$ cat config.mk
export PLATFORM = sky130hd
export DESIGN_NAME = timer8_waveform_modes
export DESIGN_NICKNAME = d
export VERILOG_FILES = /design/src/timer8_pkg.sv /design/src/timer8_prescaler.sv /design/src/timer8_waveform_modes.sv
export SDC_FILE = /design/constraint.sdc
export NUM_CORES = 1
export LEC_CHECK = 0
export BUFFER_PORTS_ARGS = -buffer_cell sky130_fd_sc_hd__buf_2
export CAP_MARGIN = 20
export CORE_MARGIN = 2
export CORE_UTILIZATION = 50
export CTS_BUF_LIST = sky130_fd_sc_hd__clkbuf_4
export CTS_CLUSTER_DIAMETER = 40
export DETAILED_ROUTE_END_ITERATION = 16
export HOLD_SLACK_MARGIN = 0.15
export PLACE_DENSITY_LB_ADDON = 0.15
export RECOVER_POWER = 100
export SETUP_SLACK_MARGIN = 0.15
export SLEW_MARGIN = 20
export SYNTH_ARGS = -nofsm -noshare
export SYNTH_HDL_FRONTEND = slang
export SYNTH_SLANG_ARGS = --single-unit
$ cat constraint.sdc
create_clock -name pclk -period 3.2 [get_ports pclk]
set_input_delay 0.32 -clock pclk [delete_from_list [all_inputs] [get_ports pclk]]
set_output_delay 0.32 -clock pclk [all_outputs]
set_load 0.005 [all_outputs]
$ cat src/timer8_pkg.sv
`default_nettype none
package timer8_pkg;
    localparam int unsigned CNT_W = 8;
    localparam logic [7:0] BOTTOM = 8'h00;
    localparam logic [7:0] MAX = 8'hff;
    localparam logic [7:0] RST_COUNT = 8'h00;
    localparam logic [7:0] RST_COMPARE = 8'h00;
    localparam logic [2:0] WS_NORMAL = 3'h0;
    localparam logic [2:0] WS_PC_FF = 3'h1;
    localparam logic [2:0] WS_CTC = 3'h2;
    localparam logic [2:0] WS_FAST_FF = 3'h3;
    localparam logic [2:0] WS_PC_OCA = 3'h5;
    localparam logic [2:0] WS_FAST_OCA = 3'h7;
    localparam logic [1:0] ACT_OFF = 2'h0;
    localparam logic [1:0] ACT_TOGGLE = 2'h1;
    localparam logic [1:0] ACT_CLEAR = 2'h2;
    localparam logic [1:0] ACT_SET = 2'h3;
    // APB register byte offsets
    localparam logic [11:0] OFS_CTRL = 12'h000;
    localparam logic [11:0] OFS_COUNT = 12'h004;
    localparam logic [11:0] OFS_CMP_A = 12'h008;
    localparam logic [11:0] OFS_CMP_B = 12'h00c;
    localparam logic [11:0] OFS_FLAGS = 12'h010;
    // Control field positions
    localparam int unsigned CTRL_WS_LSB = 0;
    localparam int unsigned CTRL_ACTA_LSB = 4;
    localparam int unsigned CTRL_ACTB_LSB = 6;
    localparam int unsigned CTRL_PRE_LSB = 8;
    localparam int unsigned CTRL_DIRA_BIT = 12;
    localparam int unsigned CTRL_DIRB_BIT = 13;
    localparam int unsigned FLG_OVF_BIT = 0;
    localparam int unsigned FLG_CMPA_BIT = 1;
    localparam int unsigned FLG_CMPB_BIT = 2;
    // Prescaler select codes
    localparam logic [2:0] PRE_STOP = 3'h0;
    localparam logic [2:0] PRE_1 = 3'h1;
    localparam logic [2:0] PRE_8 = 3'h2;
    localparam logic [2:0] PRE_64 = 3'h3;
    localparam logic [2:0] PRE_256 = 3'h4;
    localparam logic [2:0] PRE_1024 = 3'h5;
    localparam int unsigned PRE_W = 10;
    typedef enum logic {DIR_UP, DIR_DOWN} dir_t;
    typedef struct packed {
        logic dir_b;
        logic dir_a;
        logic [2:0] pre;
        logic [1:0] act_b;
        logic [1:0] act_a;
        logic [2:0] ws;
    } ctrl_t;
    typedef struct packed {
        logic cmp_b;
        logic cmp_a;
        logic ovf;
    } flags_t;
endpackage
`default_nettype wire

$ cat src/timer8_prescaler.sv
`default_nettype none
module timer8_prescaler
    import timer8_pkg::*;
(
    input wire logic pclk,
    input wire logic presetn,
    input wire logic [2:0] sel,
    output logic tick
);
    import timer8_pkg::*;
    logic [PRE_W-1:0] div;
    // Free-running divider; a tap pulses once per period
    always_ff @(posedge pclk or negedge presetn) begin
        if (!presetn) begin
            div <= '0;
        end else begin
            div <= div + 1'b1;
        end
    end
    always_comb begin
        case (sel)
            PRE_1: tick = 1'b1;
            PRE_8: tick = (div[2:0] == 3'h7);
            PRE_64: tick = (div[5:0] == 6'h3f);
            PRE_256: tick = (div[7:0] == 8'hff);
            PRE_1024: tick = (div == 10'h3ff);
            default: tick = 1'b0;
        endcase
    end
endmodule
`default_nettype wire

$ cat src/timer8_waveform_modes.sv
// Notes on behaviour
// - Mode 2 clears count on compare A match; compare A is top.
// - Clear-on-match mode writes compare A directly, no buffer.
// - Compare A written below count misses match; count wraps via 0xff.
// - Clear-on-match mode sets compare A flag one timer cycle after count matches top.
// - Action 1 in clear-on-match toggles output A each match.
// - Output A reaches pin only when its direction bit says output.
// - Timer enable is I/O clock divided by 1, 8, 64, 256 or 1024.
// - Clear-on-match sets overflow flag as count rolls from max to zero.
// - Fast PWM is mode 3 or 7; top 0xff or compare A.
// - Fast PWM counts up to top then clears next timer cycle.
// - Fast PWM action 2 clears on match, sets at bottom; 3 opposite.
// - Fast PWM sets overflow flag when counter reaches top.
// - PWM action 1 toggles output A only with select msb; never B.
// - Fast PWM compare at bottom spikes; at max gives constant level.
// - Fast PWM compare writes pass through double buffer.
// - Phase-correct is mode 1 or 5; up then down; top 0xff or A.
// - Phase-correct holds top for exactly one timer cycle.
// - Phase-correct non-inverting clears on up match, sets on down.
// - Phase-correct sets overflow flag when counter reaches bottom.
// - Phase-correct compare at bottom low, at max high; inverted opposite.
// - Phase-correct forces down-match level at bottom unless compare is bottom.
// - A match sets its compare flag one timer cycle later.
// - PWM buffered compares load only at top, never at bottom.
// - Reset forces waveform state registers to zero.
// - Action 0 leaves waveform untouched and disconnects the pin.
`default_nettype none
module timer8_waveform_modes
    import timer8_pkg::*;
(
    input wire logic pclk,
    input wire logic presetn,
    input wire logic psel,
    input wire logic penable,
    input wire logic pwrite,
    input wire logic [11:0] paddr,
    input wire logic [31:0] pwdata,
    output logic [31:0] prdata,
    output logic pready,
    output logic pslverr,
    input wire logic port_a_data,
    input wire logic port_b_data,
    output logic pin_a,
    output logic pin_a_oe,
    output logic pin_b,
    output logic pin_b_oe,
    output logic overflow_flag,
    output logic compare_a_flag,
    output logic compare_b_flag
);
    import timer8_pkg::*;

    // ****************************************************************
    // Register bus
    // ****************************************************************
    ctrl_t ctrl;
    logic [7:0] count_value;
    logic [7:0] compare_a_value;
    logic [7:0] compare_b_value;
    logic [7:0] cmp_a_buf;
    logic [7:0] cmp_b_buf;
    flags_t flags;
    logic wave_out_a;
    logic wave_out_b;
    dir_t dir;
    logic tick;
    logic wr;
    logic rd;
    logic block_match;

    function automatic logic is_pwm(input logic [2:0] ws);
        is_pwm = ws[0];
    endfunction

    function automatic logic is_pc(input logic [2:0] ws);
        is_pc = (ws == WS_PC_FF) || (ws == WS_PC_OCA);
    endfunction

    function automatic logic known_addr(input logic [11:0] a);
        if (a == OFS_CTRL) begin
            known_addr = 1'b1;
        end else if (a == OFS_COUNT || a == OFS_CMP_A) begin
            known_addr = 1'b1;
        end else if (a == OFS_CMP_B || a == OFS_FLAGS) begin
            known_addr = 1'b1;
        end else begin
            known_addr = 1'b0;
        end
    endfunction

    assign wr = psel && penable && pwrite && pready;
    assign rd = psel && !penable && !pwrite;

    // Ready a cycle after setup: no wait state, access lasts two cycles
    always_ff @(posedge pclk or negedge presetn) begin
        if (!presetn) begin
            pready <= 1'b0;
            pslverr <= 1'b0;
        end else begin
            pready <= psel && !penable;
            pslverr <= psel && !penable && !known_addr(paddr);
        end
    end

    always_ff @(posedge pclk or negedge presetn) begin
        if (!presetn) begin
            prdata <= 32'h0;
        end else if (rd) begin
            if (paddr == OFS_CTRL) begin
                prdata <= {18'h0, ctrl.dir_b, ctrl.dir_a, 1'b0, ctrl.pre,
                           ctrl.act_b, ctrl.act_a, 1'b0, ctrl.ws};
            end else if (paddr == OFS_COUNT) begin
                prdata <= {24'h0, count_value};
            end else if (paddr == OFS_CMP_A) begin
                prdata <= {24'h0, is_pwm(ctrl.ws) ? cmp_a_buf
                                                  : compare_a_value};
            end else if (paddr == OFS_CMP_B) begin
                prdata <= {24'h0, is_pwm(ctrl.ws) ? cmp_b_buf
                                                  : compare_b_value};
            end else if (paddr == OFS_FLAGS) begin
                prdata <= {29'h0, flags};
            end else begin
                prdata <= 32'h0;
            end
        end
    end

    always_ff @(posedge pclk or negedge presetn) begin
        if (!presetn) begin
            ctrl <= '0;
        end else if (wr && paddr == OFS_CTRL) begin
            ctrl.ws <= pwdata[CTRL_WS_LSB +: 3];
            ctrl.act_a <= pwdata[CTRL_ACTA_LSB +: 2];
            ctrl.act_b <= pwdata[CTRL_ACTB_LSB +: 2];
            ctrl.pre <= pwdata[CTRL_PRE_LSB +: 3];
            ctrl.dir_a <= pwdata[CTRL_DIRA_BIT];
            ctrl.dir_b <= pwdata[CTRL_DIRB_BIT];
        end
    end

    // ****************************************************************
    // Prescaler
    // ****************************************************************
    timer8_prescaler u_pre (
        .pclk(pclk),
        .presetn(presetn),
        .sel(ctrl.pre),
        .tick(tick)
    );

    // ****************************************************************
    // Counter
    // ****************************************************************
    logic [7:0] top;
    logic at_top;
    logic at_bottom;
    logic match_a;
    logic match_b;
    logic cnt_wr;
    assign top = (ctrl.ws[2] || ctrl.ws == WS_CTC) ? compare_a_value
                                                   : MAX;
    assign at_top = (count_value == top);
    assign at_bottom = (count_value == BOTTOM);
    assign cnt_wr = wr && paddr == OFS_COUNT;
    assign match_a = (count_value == compare_a_value) && !block_match;
    assign match_b = (count_value == compare_b_value) && !block_match;

    // Count write masks matches for the next timer cycle
    always_ff @(posedge pclk or negedge presetn) begin
        if (!presetn) begin
            block_match <= 1'b0;
        end else if (cnt_wr) begin
            block_match <= 1'b1;
        end else if (tick) begin
            block_match <= 1'b0;
        end
    end

    always_ff @(posedge pclk or negedge presetn) begin
        if (!presetn) begin
            count_value <= RST_COUNT;
            dir <= DIR_UP;
        end else if (cnt_wr) begin
            count_value <= pwdata[7:0];
        end else if (tick) begin
            if (is_pc(ctrl.ws)) begin
                if (dir == DIR_UP && at_top) begin
                    dir <= DIR_DOWN;
                    count_value <= count_value - 8'h01;
                end else if (dir == DIR_DOWN && at_bottom) begin
                    dir <= DIR_UP;
                    count_value <= count_value + 8'h01;
                end else if (dir == DIR_UP) begin
                    count_value <= count_value + 8'h01;
                end else begin
                    count_value <= count_value - 8'h01;
                end
            end else if (ctrl.ws == WS_CTC && match_a) begin
                count_value <= BOTTOM;
            end else if (is_pwm(ctrl.ws) && at_top) begin
                count_value <= BOTTOM;
            end else begin
                dir <= DIR_UP;
                count_value <= count_value + 8'h01;
            end
        end
    end

    // ****************************************************************
    // Compare registers
    // ****************************************************************
    logic load_pt;
    assign load_pt = tick && (is_pc(ctrl.ws) ? (dir == DIR_UP && at_top)
                                             : at_top);

    always_ff @(posedge pclk or negedge presetn) begin
        if (!presetn) begin
            cmp_a_buf <= RST_COMPARE;
            cmp_b_buf <= RST_COMPARE;
        end else begin
            if (wr && paddr == OFS_CMP_A) begin
                cmp_a_buf <= pwdata[7:0];
            end
            if (wr && paddr == OFS_CMP_B) begin
                cmp_b_buf <= pwdata[7:0];
            end
        end
    end

    always_ff @(posedge pclk or negedge presetn) begin
        if (!presetn) begin
            compare_a_value <= RST_COMPARE;
            compare_b_value <= RST_COMPARE;
        end else if (is_pwm(ctrl.ws)) begin
            if (load_pt) begin
                compare_a_value <= cmp_a_buf;
                compare_b_value <= cmp_b_buf;
            end
        end else begin
            if (wr && paddr == OFS_CMP_A) begin
                compare_a_value <= pwdata[7:0];
            end
            if (wr && paddr == OFS_CMP_B) begin
                compare_b_value <= pwdata[7:0];
            end
        end
    end

    // ****************************************************************
    // Flags
    // ****************************************************************
    logic ovf_evt;
    logic ovf_clr;
    logic [2:0] clr;
    logic pend_a;
    logic pend_b;
    assign clr = (wr && paddr == OFS_FLAGS) ? pwdata[2:0] : 3'h0;
    always_comb begin
        if (is_pc(ctrl.ws)) begin
            ovf_evt = tick && dir == DIR_DOWN && count_value == 8'h01;
        end else if (is_pwm(ctrl.ws)) begin
            ovf_evt = tick && count_value == top - 8'h01;
        end else begin
            ovf_evt = tick && count_value == MAX;
        end
    end

    // Match latched now, flag raised on the next timer cycle
    always_ff @(posedge pclk or negedge presetn) begin
        if (!presetn) begin
            pend_a <= 1'b0;
            pend_b <= 1'b0;
        end else if (tick) begin
            pend_a <= match_a;
            pend_b <= match_b;
        end
    end

    always_ff @(posedge pclk or negedge presetn) begin
        if (!presetn) begin
            flags <= '0;
        end else begin
            flags.ovf <= ovf_evt | (flags.ovf & ~clr[FLG_OVF_BIT]);
            flags.cmp_a <= (tick & pend_a)
                         | (flags.cmp_a & ~clr[FLG_CMPA_BIT]);
            flags.cmp_b <= (tick & pend_b)
                         | (flags.cmp_b & ~clr[FLG_CMPB_BIT]);
        end
    end

    // ****************************************************************
    // Waveform generator
    // ****************************************************************
    function automatic logic next_wave(input logic cur,
                                       input logic [1:0] act,
                                       input logic chan_a,
                                       input logic m,
                                       input logic [7:0] cmp);
        logic v;
        v = cur;
        if (act == ACT_OFF) begin
            v = cur;
        end else if (act == ACT_TOGGLE) begin
            if (m && (!is_pwm(ctrl.ws) || (chan_a && ctrl.ws[2]))) begin
                v = !cur;
            end
        end else if (!is_pwm(ctrl.ws)) begin
            if (m) begin
                v = (act == ACT_SET);
            end
        end else if (!is_pc(ctrl.ws)) begin
            if (at_top) begin
                v = (act == ACT_CLEAR);
            end else if (m && cmp != top) begin
                v = (act == ACT_SET);
            end
            if (m && at_top && cmp == BOTTOM) begin
                v = (act == ACT_SET);
            end
        end else begin
            if (dir == DIR_DOWN && at_bottom) begin
                v = (act == ACT_CLEAR) ? (cmp == BOTTOM) ? 1'b0 : 1'b1
                                       : (cmp == BOTTOM);
            end else if (m && cmp == top) begin
                v = (act == ACT_CLEAR);
            end else if (m) begin
                v = (dir == DIR_UP) ? (act == ACT_SET)
                                    : (act == ACT_CLEAR);
            end
        end
        next_wave = v;
    endfunction

    always_ff @(posedge pclk or negedge presetn) begin
        if (!presetn) begin
            wave_out_a <= 1'b0;
            wave_out_b <= 1'b0;
        end else if (tick) begin
            wave_out_a <= next_wave(wave_out_a, ctrl.act_a, 1'b1,
                                    match_a, compare_a_value);
            wave_out_b <= next_wave(wave_out_b, ctrl.act_b, 1'b0,
                                    match_b, compare_b_value);
        end
    end

    // ****************************************************************
    // Pin mux
    // ****************************************************************
    // Toggle action in a PWM mode leaves the pin to the port, except A
    // with the select msb set
    function automatic logic joined(input logic [1:0] act,
                                    input logic chan_a);
        joined = (act != ACT_OFF)
               && !(act == ACT_TOGGLE && is_pwm(ctrl.ws)
                    && !(chan_a && ctrl.ws[2]));
    endfunction
    always_ff @(posedge pclk or negedge presetn) begin
        if (!presetn) begin
            pin_a <= 1'b0;
            pin_b <= 1'b0;
            pin_a_oe <= 1'b0;
            pin_b_oe <= 1'b0;
            overflow_flag <= 1'b0;
            compare_a_flag <= 1'b0;
            compare_b_flag <= 1'b0;
        end else begin
            pin_a <= joined(ctrl.act_a, 1'b1) ? wave_out_a : port_a_data;
            pin_b <= joined(ctrl.act_b, 1'b0) ? wave_out_b : port_b_data;
            pin_a_oe <= ctrl.dir_a;
            pin_b_oe <= ctrl.dir_b;
            overflow_flag <= flags.ovf;
            compare_a_flag <= flags.cmp_a;
            compare_b_flag <= flags.cmp_b;
        end
    end

    // Cycles since a compare A match while its flag is still low
    logic [10:0] flag_wait;
    always_ff @(posedge pclk or negedge presetn) begin
        if (!presetn) begin
            flag_wait <= 11'h000;
        end else if (flags.cmp_a) begin
            flag_wait <= 11'h000;
        end else if (tick && match_a) begin
            flag_wait <= 11'h001;
        end else if (flag_wait != 11'h000 && flag_wait != 11'h7ff) begin
            flag_wait <= flag_wait + 11'h001;
        end
    end
endmodule
`default_nettype wire

Word-level counts from Yosys, hierarchy flattened

Index checks and enable logic that the tools add are counted.

Add/sub/neg operators: 4
Equality and inequality tests: 42
Muxes and demuxes: 67
Bitwise operators: 15
Reductions and logical operators: 70

Operators with widths:

| cell                    | count |
|---|---|
| $mux W8                 | 18 |
| $mux W32                | 3 |
| $eq A8 B8 Y1            | 6 |
| $mux W1                 | 43 |
| $logic_and A1 B1 Y1     | 37 |
| $eq A12 B4 Y1 const B   | 2 |
| $logic_not A8 Y1        | 3 |
| $eq A8 B8 Y1 const B    | 2 |
| $ne A8 B8 Y1            | 2 |
| $sub A8 B1 Y8 const B   | 2 |
| $eq A12 B3 Y1 const B   | 1 |
| $eq A12 B5 Y1 const B   | 1 |
| $eq A3 B3 Y1 const B    | 4 |
| $logic_not A12 Y1       | 1 |
| $ne A6 B1 Y1 const B    | 2 |
| $reduce_and A6 Y1       | 2 |
| $add A10 B1 Y10 const B | 1 |
| $eq A10 B10 Y1 const B  | 1 |
| $logic_not A1 Y1        | 10 |
| $ne A2 B1 Y1 const B    | 5 |
| $ne A5 B2 Y1 const B    | 2 |
| $reduce_bool A2 Y1      | 5 |
| $eq A3 B2 Y1 const B    | 3 |
| $add A8 B1 Y8 const B   | 1 |
| 16 further kinds        | 41 |

Register bits: 112
Input port bits: 51
Output and inout port bits: 41
Word-level logic and storage cells: 229

Depth between registers and ports, before layout

Gate-level depths: netlist (run 1).

Depth after elaboration: 11
Mapped depth: 13
Mapped depth without buffers: 11

By module

Synthesis (run 1) repeated with hierarchy kept, for this count alone.

Cell total of the unflattened synthesis: 689
Area total of the unflattened synthesis: 6142.1 µm²

By module, submodules not included:

| module                | times used | cells each | area an instance (µm²) | seq. area each (µm²) |
|---|---|---|---|---|
| timer8_waveform_modes | 1          | 650        | 5674.2                 | 2077.0 |
| timer8_prescaler      | 1          | 39         | 467.9                  | 250.2 |

Worst setup path before layout (run 1)

OpenSTA, ideal clock, no wires.

Kind: reg-to-reg
Start point: register count_value[0]
End point: register wave_out_a
Library setup time: 0.125 ns
Arrival time: 2.641 ns
Required time: 3.075 ns
Path slack: 0.435 ns
Cell stages (with the launch flop): 13
Path buffers: 3
Clock period less this slack: 2.765 ns
Cells stage by stage: dfrtp_1 buf_2 inv_1 ha_1 or3b_1 clkbuf_1 or3_1 clkbuf_1 nand2_1 a21oi_1 o22ai_1 o311ai_0 mux2_2

Word-level cells in the longest chain between the ends: 8
Elaborated cells between the ends (all ways): 22
Those cells by class: 5 x eq/ne; 7 x mux; 10 x reduce/logical

RTL lines:

| element                                               | line                                                       | source |
|---|---|---|
| from (decl)                                           | timer8_waveform_modes.sv:57                                | `logic [7:0] count_value;` |
| from (signal assigned)                                | timer8_waveform_modes.sv:184                               | `count_value <= pwdata[7:0];` |
| from (signal assigned)                                | timer8_waveform_modes.sv:189                               | `count_value <= count_value - 8'h01;` |
| from (signal assigned)                                | timer8_waveform_modes.sv:192                               | `count_value <= count_value + 8'h01;` |
| $eq A8 B8 Y1                                          | timer8_waveform_modes.sv:165                               | `assign match_a = (count_value == compare_a_value) && !block_match;` |
| $logic_and A1 B1 Y1                                   | timer8_waveform_modes.sv:165                               |  |
| $logic_and A1 B1 Y1 (on tied branches)                | timer8_waveform_modes.sv:324, timer8_waveform_modes.sv:317 |  |
| $mux W1 / $logic_and A1 B1 Y1 (equally long branches) | timer8_waveform_modes.sv:324, timer8_waveform_modes.sv:317 |  |
| $mux W1 (on tied branches)                            | timer8_waveform_modes.sv:321, timer8_waveform_modes.sv:317 |  |
| $mux W1                                               | timer8_waveform_modes.sv:311                               | `end else if (!is_pc(ctrl.ws)) begin` |
| $mux W1                                               | timer8_waveform_modes.sv:307                               | `end else if (!is_pwm(ctrl.ws)) begin` |
| $mux W1                                               | timer8_waveform_modes.sv:303                               | `end else if (act == ACT_TOGGLE) begin` |
| to (signal assigned)                                  | timer8_waveform_modes.sv:339                               | `wave_out_a <= next_wave(wave_out_a, ctrl.act_a, 1'b1,` |
| to (decl)                                             | timer8_waveform_modes.sv:63                                | `logic wave_out_a;` |

Several ways; a longest one is shown, not always the timed one.
A chain may end at the register's enable or synchronous reset.

Worst setup path in the final report (run 1)

Start point: register count_value[3]
End point: register compare_a_value[4]

Word-level cells in the longest chain between the ends: 6

RTL lines:

| element                       | line                         | source |
|---|---|---|
| $eq A8 B8 Y1 *                | timer8_waveform_modes.sv:162 | `assign at_top = (count_value == top);` |
| $logic_and A1 B1 Y1           | timer8_waveform_modes.sv:213 | `assign load_pt = tick && (is_pc(ctrl.ws) ? (dir == DIR_UP && at_top)` |
| $mux W1 *                     | timer8_waveform_modes.sv:213 |  |
| $logic_and A1 B1 Y1 *         | timer8_waveform_modes.sv:213 |  |
| $ne A2 B1 Y1 (no line) *      | -                            |  |
| $reduce_and A2 Y1 (no line) * | -                            |  |
| to (signal assigned)          | timer8_waveform_modes.sv:236 | `compare_a_value <= cmp_a_buf;` |
| to (signal assigned)          | timer8_waveform_modes.sv:241 | `compare_a_value <= pwdata[7:0];` |
| to (decl)                     | timer8_waveform_modes.sv:58  | `logic [7:0] compare_a_value;` |

Every way passes the cells marked *; elsewhere a longest branch is shown, timed or not.

==> flow_summary.json, run 1 <==
{
  "synth_edf_count": 0,
  "rsz0062_at_grt": "no",
  "vias": 5523,
  "grt_pass1_vias": 5349,
  "die_w_um": 115,
  "ys_types": 79,
  "insertedDiodeCount": 0,
  "tightest_slew_ps": 1480,
  "wl_per_cell_um": 20.3,
  "maxCapViolCount": 0,
  "area_growth_pct": 9.48,
  "critPathMaxStageDelay_ps": 570,
  "ff2ff_setup_slack_ps": 170,
  "async_reset_ff_frac": 1.00,
  "synth.avg_cell_area_um2": 9.02,
  "switchingPower_mw": 0.501,
  "drc_errors": 0,
  "seq_area_um2": 2330,
  "ff2ff_path_depth": 7,
  "fin_crit_sh": 0.946,
  "nFillCells": 1118,
  "antenna_found_initial": 0,
  "cp_slowest_cell": "dfrtp_1",
  "synthAdderAreaFrac": 0.0122,
  "dr.first_iter.drc_count": 647,
  "yosys.area_share.xor_xnor": 0.0513,
  "critPathCaptureType": "flip-flop",
  "syn-cell-area_um2": 6150,
  "synth_top_family_by_area": "simple AND/OR/NAND/NOR gates",
  "place_ws_ps": 365,
  "post_cts_buffers": 0,
  "synthMuxAreaShare": 0.109,
  "yosysTopAreaCell": "dfrtp_1",
  "grt_use_total": 0.285,
  "die_height_um": 115,
  "worstPathRequired_ps": 3580,
  "slew_headroom": 0.0126,
  "netlist_instances": 682,
  "gp_congestion": 0.968,
  "power.internal_mw": 1.46,
  "power_frac_seq": 0.601,
  "drt.antenna.violating_nets": 0,
  "setup_viol": 0,
  "placed_cell_area_um2": 6550,
  "core_um2": 12000,
  "synthSimpleGateAreaFrac": 0.216,
  "hold_path_depth": 3,
  "clk_path_buf_depth": 2,
  "drive_gt1_frac": 0.195,
  "critPathArrivalTime_ps": 3410,
  "path_cells": "xnor2_1 -> o221ai_1 -> a211o_1 -> a221oi_1 -> nand4_1 -> a21boi_2 -> mux2_1",
  "outcome": "finished, final reports clean",
  "drt_pre_antenna_iters": 5,
  "cp_top_family": "compound AO/OA/AOI/OAI gates",
  "skew_ps": 19.9,
  "place_inst": 863,
  "grt_pass1_wl_um": 28800,
  "drt_wl_total_um": 18100,
  "rr_endpoint": "compare_a_value[4]",
  "sw_frac_of_total": 0.255,
  "yosysTopAreaCellShare": 0.378,
  "post-dp-hpwl_um": 13200,
  "p_comb_frac": 0.060,
  "instances_no_fill": 892,
  "worstPathMaxFanout": 8,
  "cts.sinks": 93,
  "ir_drop_mv": 0.304,
  "utilization": 0.561,
  "power_density_nw_per_um2": 292,
  "synth-seq-cells": 93,
  "clockRootBuffer": "clkbuf_4",
  "numCtsBuffers": 9,
  "clkPwrFrac": 0.340,
  "die_area_um2": 13200,
  "min_path_type": "in2reg",
  "ys_seq_area_frac": 0.378,
  "critPathKind": "reg2reg",
  "leakagePower_nw": 2.87,
  "fin_ws_ps": 172,
  "clock.fmax_mhz": 330,
  "finish.instance_area_um2": 6730,
  "finalCriticalPeriod_ps": 3030,
  "layout_common_cells": "nand2_1, dfrtp_1, nor2_1",
  "setup.worst_path.start_class": "flip-flop",
  "min_from": "pwdata[0]",
  "power_mw": 1.97,
  "insertion_delay_ps": 500,
  "synth_compound_area_frac": 0.159,
  "io_buffers": 53,
  "hold_slack_ps": 184,
  "grt_overflow": 0,
  "boundaryPins": 92,
  "grt_max_degree": 60,
  "drv_slew": 0,
  "cts_tree": "yes",
  "synth_flop_cell": "dfrtp_1",
  "cts.clk_slew.worst_paths_ps": 150,
  "via_per_inst": 6.19,
  "nets": 798,
  "hold_viol": 0,
  "crit_buf_inv": 0,
  "cts-htree-levels": 3,
  "regToRegStartpoint": "count_value[3]",
  "hold-path-endpoint": "compare_b_value[0]",
  "row_count": 40,
  "synth_warnings": 0,
  "initial_core_util": 0.512,
  "multiInputGateArea_um2": 3390,
  "yosys-top-cells-area": "dfrtp_1, nand2_1, mux2_2",
  "setup_tns_ps": 0
}
## cell families (layout without fill, tap and decap cells)
| kind of cell | count (synthesis) | after routing |
|---|---|---|
| and+or+nand+nor | 269 | 269 |
| AOI/OAI and AO/OA | 137 | 137 |
| DFF | 93 | 93 |
| buffers and inverters | 88 | 133 |
| muxes | 52 | 52 |
| xor gates and xnor gates | 36 | 36 |
| adders and majority gates | 6 | 6 |
| other | 1 | 19 |
## routing by layer
layer  vias up  part of all wire  wire length [um]  track usage
li1       2524                 -                 -            -
met4         0             0.030               538        0.120
met3        39             0.081              1470       0.0643
met1      2703              0.43              7860        0.396
met5         -                 0                 0            0
met2       257              0.46              8280        0.433
## Yosys cell counts (4+ instances only)
| cell | count |
|---|---|
| nor4_1 | 12 |
| clkbuf_1 | 37 |
| a31oi_1 | 12 |
| nor3b_1 | 6 |
| nand2_1 | 93 |
| buf_1 | 6 |
| nand4b_1 | 6 |
| o211ai_1 | 7 |
| or3_1 | 7 |
| mux4_2 | 6 |
| nor2b_1 | 8 |
| buf_2 | 5 |
| a22o_1 | 8 |
| xor2_1 | 11 |
| nor3_1 | 22 |
| or2_2 | 4 |
| xnor2_1 | 25 |
| nor2_1 | 52 |
| o31ai_1 | 9 |
| o21ai_0 | 30 |
| ha_1 | 6 |
| mux2_2 | 30 |
| nor4b_1 | 4 |
| mux2_4 | 8 |
| nand2b_1 | 8 |
| nand3_1 | 21 |
| buf_6 | 4 |
| buf_4 | 21 |
| mux2i_1 | 8 |
| o22ai_1 | 4 |
| nand4_1 | 7 |
| inv_1 | 13 |
| a21oi_1 | 27 |
| dfrtp_1 | 93 |
## how the worst max path moves through the flow
| stage | from | end | slack, ps | depth (start not counted) |
|---|---|---|---|---|
| global placement | count_value[3] | count_value[5] | 400 | 8 |
| floorplan | count_value[0] | wave_out_a | 430 | 12 |
| CTS | count_value[3] | count_value[5] | 350 | 8 |
| global route | count_value[3] | count_value[2] | 90 | 8 |
| finish | count_value[3] | compare_a_value[4] | 170 | 7 |
| detailed placement | count_value[3] | count_value[5] | 360 | 8 |
## sequential cells by signal, summed over array words and instances (netlist names), 3 cells and up
name	flops
compare_b_value	8
ctrl	12
prdata	13
compare_a_value	8
flags	3
cmp_a_buf	8
u_pre.div	10
count_value	8
cmp_b_buf	8
## final cells by class
cell class | count | share of cell area
Multi-Input combinational cell | 519 | 0.504
Inverter | 15 | 0.00873
Tap cell | 147 | 0.0273
Timing Repair Buffer | 103 | 0.0948
Clock inverter | 5 | 0.00855
Clock buffer | 10 | 0.0112
Sequential cell | 93 | 0.346
## power groups by stage
| stage | clock network (mW) | logic [mW] | registers (mW) |
|---|---|---|---|
| after floorplan | 0 | 0.0540 | 1.20 |
| after global placement | 0 | 0.104 | 1.20 |
| after detailed placement | 0 | 0.107 | 1.20 |
| after CTS | 0.683 | 0.120 | 1.18 |
| after global routing | 0.728 | 0.131 | 1.18 |
| final | 0.667 | 0.117 | 1.18 |
## repair_timing
action,4_1_cts,5_1_grt
resized for setup,0,1
hold buffers,14,0
endpoints found under the hold margin,72,0
endpoints found under the setup margin,0,1
## worst min-delay path, delay by kind of cell
kind | cells | cell delay [ps]
buffers and inverters | 1 | 160
and+or+nand+nor | 1 | 100
AOI/OAI and AO/OA | 1 | 70
(Power assumes the default switching activity.)
==> run 2: changes to the inputs <==
--- a/config.mk
+++ b/config.mk
@@ -5,13 +5,14 @@
 export SDC_FILE = /design/constraint.sdc
 export NUM_CORES = 1
 export LEC_CHECK = 0
-export BUFFER_PORTS_ARGS = -buffer_cell sky130_fd_sc_hd__buf_2
+export BUFFER_PORTS_ARGS = -buffer_cell sky130_fd_sc_hd__buf_4
 export CAP_MARGIN = 20
 export CORE_MARGIN = 2
 export CORE_UTILIZATION = 50
 export CTS_BUF_LIST = sky130_fd_sc_hd__clkbuf_4
 export CTS_CLUSTER_DIAMETER = 40
 export DETAILED_ROUTE_END_ITERATION = 16
+export GPL_TIMING_DRIVEN = 0
 export HOLD_SLACK_MARGIN = 0.15
 export PLACE_DENSITY_LB_ADDON = 0.15
 export RECOVER_POWER = 100
==> run 2 against run 1 <==
Net effect: via count rose by 4.1%; first-iteration DRC count shrank 5.4%; flip-flop and latch count unchanged; critical path depth is 3 higher; combinational power up 31%; power up 5.7%; maximum frequency up 0.16%; core utilization rose by 4.3 points; non-clock buffer count up 48; highest routed layer unchanged; final cell count rose by 5.5%; largest cell class unchanged; the flow now finishes with violations (capacitance limit, slew limit); final area rose by 7.7%; clock skew is 1.2 ps higher.
==> flow_summary.json, run 2 (synthesis results as in run 1) <==
{
  "outcome": "finished, violations left",
  "violations": "capacitance limit, slew limit",
  "vias": 5747,
  "top_regs": "prdata x13, ctrl x12, u_pre.div x10",
  "post-dp-hpwl_um": 14700,
  "numCtsBuffers": 9,
  "cts-htree-levels": 3,
  "die_w_um": 115,
  "setup.worst_path.start_class": "flip-flop",
  "dr.first_iter.drc_count": 612,
  "nFillCells": 1112,
  "ir_drop_mv": 0.268,
  "setup_viol": 0,
  "drive_gt1_frac": 0.224,
  "fin_crit_sh": 0.945,
  "worstPathRequired_ps": 3560,
  "worstPathMaxFanout": 10,
  "clk_path_buf_depth": 2,
  "regMostFlops": "prdata",
  "tightest_slew_ps": 2310,
  "drt.antenna.violating_nets": 0,
  "gp_congestion": 0.961,
  "via_per_inst": 6.11,
  "largest_register_ffs": 13,
  "boundaryPins": 92,
  "cts.sinks": 93,
  "maxCapViolCount": 1,
  "rsz0062_at_grt": "yes",
  "finish.instance_area_um2": 7250,
  "cts.clk_slew.worst_paths_ps": 150,
  "skew_ps": 21.1,
  "area_growth_pct": 17.9,
  "nets": 846,
  "layout_commonest_cell": "dfrtp_1",
  "finalCriticalPeriod_ps": 3020,
  "drv_slew": 94,
  "antenna_found_initial": 0,
  "io_buffers": 52,
  "min_path_type": "in2reg",
  "die_height_um": 115,
  "grt_overflow": 0,
  "layout_common_cells": "dfrtp_1, nand2_1, buf_4",
  "grt_pass1_vias": 5714,
  "drc_errors": 0,
  "leakagePower_nw": 3.05,
  "clockRootBuffer": "clkbuf_4",
  "core_um2": 12000,
  "critPathCaptureType": "flip-flop",
  "critPathArrivalTime_ps": 3380,
  "die_area_um2": 13200,
  "clock.fmax_mhz": 331,
  "insertion_delay_ps": 490,
  "row_count": 40,
  "hold_viol": 0,
  "grt_max_degree": 94,
  "wl_per_cell_um": 21.2,
  "insertedDiodeCount": 0,
  "critPathKind": "reg2reg",
  "place_ws_ps": -240,
  "initial_core_util": 0.512,
  "drt_pre_antenna_iters": 5,
  "slew_headroom": -0.543,
  "drt_wl_total_um": 20000,
  "fin_ws_ps": 177,
  "power_density_nw_per_um2": 287,
  "grt_pass1_wl_um": 31500,
  "placed_cell_area_um2": 6800,
  "grt_use_total": 0.317,
  "cts_tree": "yes"
}
==> run 2: what timing repair did <==
action / in CTS / in global routing
gates cloned: 0 / 0
pin swaps: 0 / 7
endpoints found under the hold margin: 120 / 0
setup endpoints to repair: 24 / 25
hold buffers: 17 / 0
setup buffers: 1 / 8
resized for setup: 11 / 26
==> run 2: final timing paths <==
| path | from | to | slack [ps] | cells past startpoint |
|---|---|---|---|---|
| max in group asynchronous | presetn | cmp_b_buf[4] | 780 | 2 |
| min in group asynchronous | presetn | flags[1] | 1050 | 2 |
| min reg2reg | ctrl[11] | pin_b_oe | 440 | 0 |
| max | ctrl[1] | count_value[5] | 180 | 10 |
| max reg2reg | ctrl[1] | count_value[5] | 180 | 10 |
| min | pwdata[5] | ctrl[4] | 190 | 2 |
==> run 2: worst max-delay path, stage by stage, from the launching register on <==
cell and delay (ps):
dfrtp_1 370, buf_6 150, nor2b_1 140, clkbuf_2 240, nor2_4 110, or4_4 530, a22o_4 280, o31ai_4 460
o21ai_2 120, a2111oi_2 400, nor2_1 100
==> run 2: where the power goes <==
group	total (mW)	switching [mW]	internal, mW
Combinational	0.153	0.0839	0.0692
Clock	0.744	0.419	0.324
Sequential	1.18	0.00161	1.18
==> run 2: layout make-up <==
cell class / count / area (um2) / area share
inverter: 15 / 58.8 / 0.00811
tap: 147 / 184 / 0.0254
clock buffer: 10 / 75.1 / 0.0104
timing repair buffer: 78 / 614 / 0.0847
buffer: 73 / 405 / 0.0559
multi-input combinational: 519 / 3500 / 0.483
clock inverter: 6 / 85.1 / 0.0117
sequential: 93 / 2330 / 0.321
==> run 2: metrics by stage <==
stage               total power [mW]  setup TNS, ps  hold WS, ps   util  instances
finish                          2.08              0          185  0.604        941
global route                    2.15              0          163  0.604        941
CTS                             2.09              0          153  0.598        933
detailed placement              1.34          -1010          400  0.566        899
global placement                1.34           -897          393  0.565        899
floorplan                       1.26              0         24.4      -        700
==> run 2: routing by layer <==
metal  wire length, um  track usage
met2              9500        0.521
met5                 0            0
met3              1400       0.0453
met4               702        0.135
met1              8360        0.420
==> run 3: changes to the inputs <==
--- a/config.mk
+++ b/config.mk
@@ -8,7 +8,7 @@
 export BUFFER_PORTS_ARGS = -buffer_cell sky130_fd_sc_hd__buf_4
 export CAP_MARGIN = 20
 export CORE_MARGIN = 2
-export CORE_UTILIZATION = 50
+export CORE_UTILIZATION = 55
 export CTS_BUF_LIST = sky130_fd_sc_hd__clkbuf_4
 export CTS_CLUSTER_DIAMETER = 40
 export DETAILED_ROUTE_END_ITERATION = 16
==> run 3 against run 2 <==
Net effect: the flow still finishes with violations (capacitance limit, slew limit); sequential share of layout area grew 0.23 points; largest power group unchanged; combinational power is essentially flat; global-route usage grew 2.2 points; core utilization grew 5.8 points; die area shrank 8.8%; non-clock buffer count shrank 3; final cell count shrank 1.1%; clock power shrank 6.9%.
==> flow_summary.json, run 3 (synthesis results as in run 1) <==
{
  "clkPwrFrac": 0.342,
  "p_comb_frac": 0.076,
  "slew_headroom": -0.525,
  "drt_wl_total_um": 19500,
  "setup_viol": 0,
  "top_regs": "prdata x13, ctrl x12, u_pre.div x10",
  "drive_gt1_frac": 0.223,
  "grt_use_total": 0.339,
  "multiInputGateArea_um2": 3500,
  "regMostFlops": "prdata",
  "seq_area_um2": 2330,
  "dr.first_iter.drc_count": 668,
  "worstPathRequired_ps": 3570,
  "antenna_found_initial": 0,
  "endpoint": "compare_a_value[7]",
  "grt_overflow": 0,
  "die_area_um2": 12000,
  "min_from": "paddr[4]",
  "core_um2": 10900,
  "tightest_slew_ps": 2290,
  "leakagePower_nw": 3.04,
  "critPathKind": "reg2reg",
  "clk_path_buf_depth": 2,
  "grt_max_degree": 94,
  "hold_slack_ps": 227,
  "insertedDiodeCount": 0,
  "cts.sinks": 93,
  "numCtsBuffers": 9,
  "place_inst": 892,
  "worstPathMaxFanout": 9,
  "power_density_nw_per_um2": 282,
  "grt_pass1_vias": 5584,
  "setup_tns_ps": 0,
  "rsz0062_at_grt": "yes",
  "row_count": 38,
  "io_buffers": 52,
  "clockRootBuffer": "clkbuf_4",
  "die_height_um": 110,
  "layout_common_cells": "nand2_1, dfrtp_1, buf_4",
  "cts_tree": "yes",
  "cts.clk_slew.worst_paths_ps": 170,
  "nFillCells": 947,
  "initial_core_util": 0.565,
  "setup.worst_path.start_class": "flip-flop",
  "gp_congestion": 0.999,
  "critPathArrivalTime_ps": 3390,
  "drt_pre_antenna_iters": 5,
  "critPathCaptureType": "flip-flop",
  "switchingPower_mw": 0.520,
  "drt.antenna.violating_nets": 0,
  "ff2ff_setup_slack_ps": 180,
  "grt_pass1_wl_um": 30000,
  "power.internal_mw": 1.51,
  "violations": "capacitance limit, slew limit",
  "wl_per_cell_um": 20.9,
  "ff2ff_path_depth": 7,
  "hold_viol": 0,
  "drv_slew": 94,
  "power_mw": 2.03,
  "cts-htree-levels": 3,
  "skew_ps": 25.4,
  "regToRegStartpoint": "compare_a_value[1]",
  "maxCapViolCount": 1,
  "clock.fmax_mhz": 331,
  "rr_endpoint": "compare_a_value[7]",
  "sw_frac_of_total": 0.256,
  "vias": 5775,
  "finalCriticalPeriod_ps": 3020,
  "nets": 843,
  "crit_start": "compare_a_value[1]",
  "via_per_inst": 6.20,
  "insertion_delay_ps": 490,
  "boundaryPins": 92,
  "post-dp-hpwl_um": 14000,
  "outcome": "finished, violations left",
  "drc_errors": 0,
  "instances_no_fill": 931,
  "power_frac_seq": 0.582,
  "ir_drop_mv": 0.336,
  "area_growth_pct": 17.1,
  "largest_register_ffs": 13,
  "min_path_type": "in2reg",
  "fin_crit_sh": 0.943,
  "die_w_um": 110
}
==> run 3: changes by cell type in the layout (fill, tap and decap cells not counted), moves of 2 or more <==
cell / change
buf_4: -3
a2111oi_1: +2
nor2_2: +2
a2111oi_2: -2
o41ai_1: -2
nor2_1: -2
clkbuf_1: -2
o41ai_2: +3
buf_2: +2
a21oi_1: +2
a21oi_2: -2
==> run 3: layer usage <==
layer  part of all wire  GRT usage
met5                  0          0
met1               0.40      0.452
met3              0.093     0.0593
met4              0.040      0.175
met2               0.47      0.530
==> run 3: stage by stage <==
step                 util  setup slack (ps)  cell area (um2)
finish              0.661               182             7200
global route        0.661              55.3             7200
CTS                 0.658               158             7160
detailed placement  0.624              -166             6790
global placement    0.623              -220             6780
floorplan               -               435             6220
==> run 3: worst min-delay path by stage <==
stage / to / slack (ps) / depth (start not counted)
finish: pslverr / 230 / 3
global route: pslverr / 210 / 3
CTS: pslverr / 190 / 3
detailed placement: pin_a_oe / 410 / 0
global placement: pin_b_oe / 400 / 0
floorplan: block_match / 20 / 0
==> run 3: worst max-delay path: stages (launching register included) <==
cell	delay, ps
dfrtp_1	420
clkbuf_2	210
a221o_1	440
or4_4	470
a221oi_4	400
nand4_1	270
a21boi_4	290
mux2_1	380
==> run 3: cell type report <==
type,count,share of cell area
clock inverters,5,0.00834
clock buffers,11,0.0115
repair buffers,75,0.0831
flip-flops and latches,93,0.323
well taps,140,0.0243
multi-input cells,519,0.486
inverters,15,0.00817
plain buffers,73,0.0554
==> run 3: power groups by stage <==
stage,combinational [mW],clock [mW],sequential [mW]
after global placement,0.132,0,1.20
after floorplan,0.0540,0,1.20
final,0.154,0.693,1.18
after global routing,0.170,0.750,1.18
after detailed placement,0.135,0,1.20
after CTS,0.153,0.711,1.18
==> run 3: what timing repair did <==
action                                 4_1_cts  5_1_grt
gates resized for setup                     11       21
buffers inserted                             1        4
endpoints found under the hold margin      129        0
setup endpoints to repair                   16       18
pin swaps                                    0        4
hold buffers                                18        0
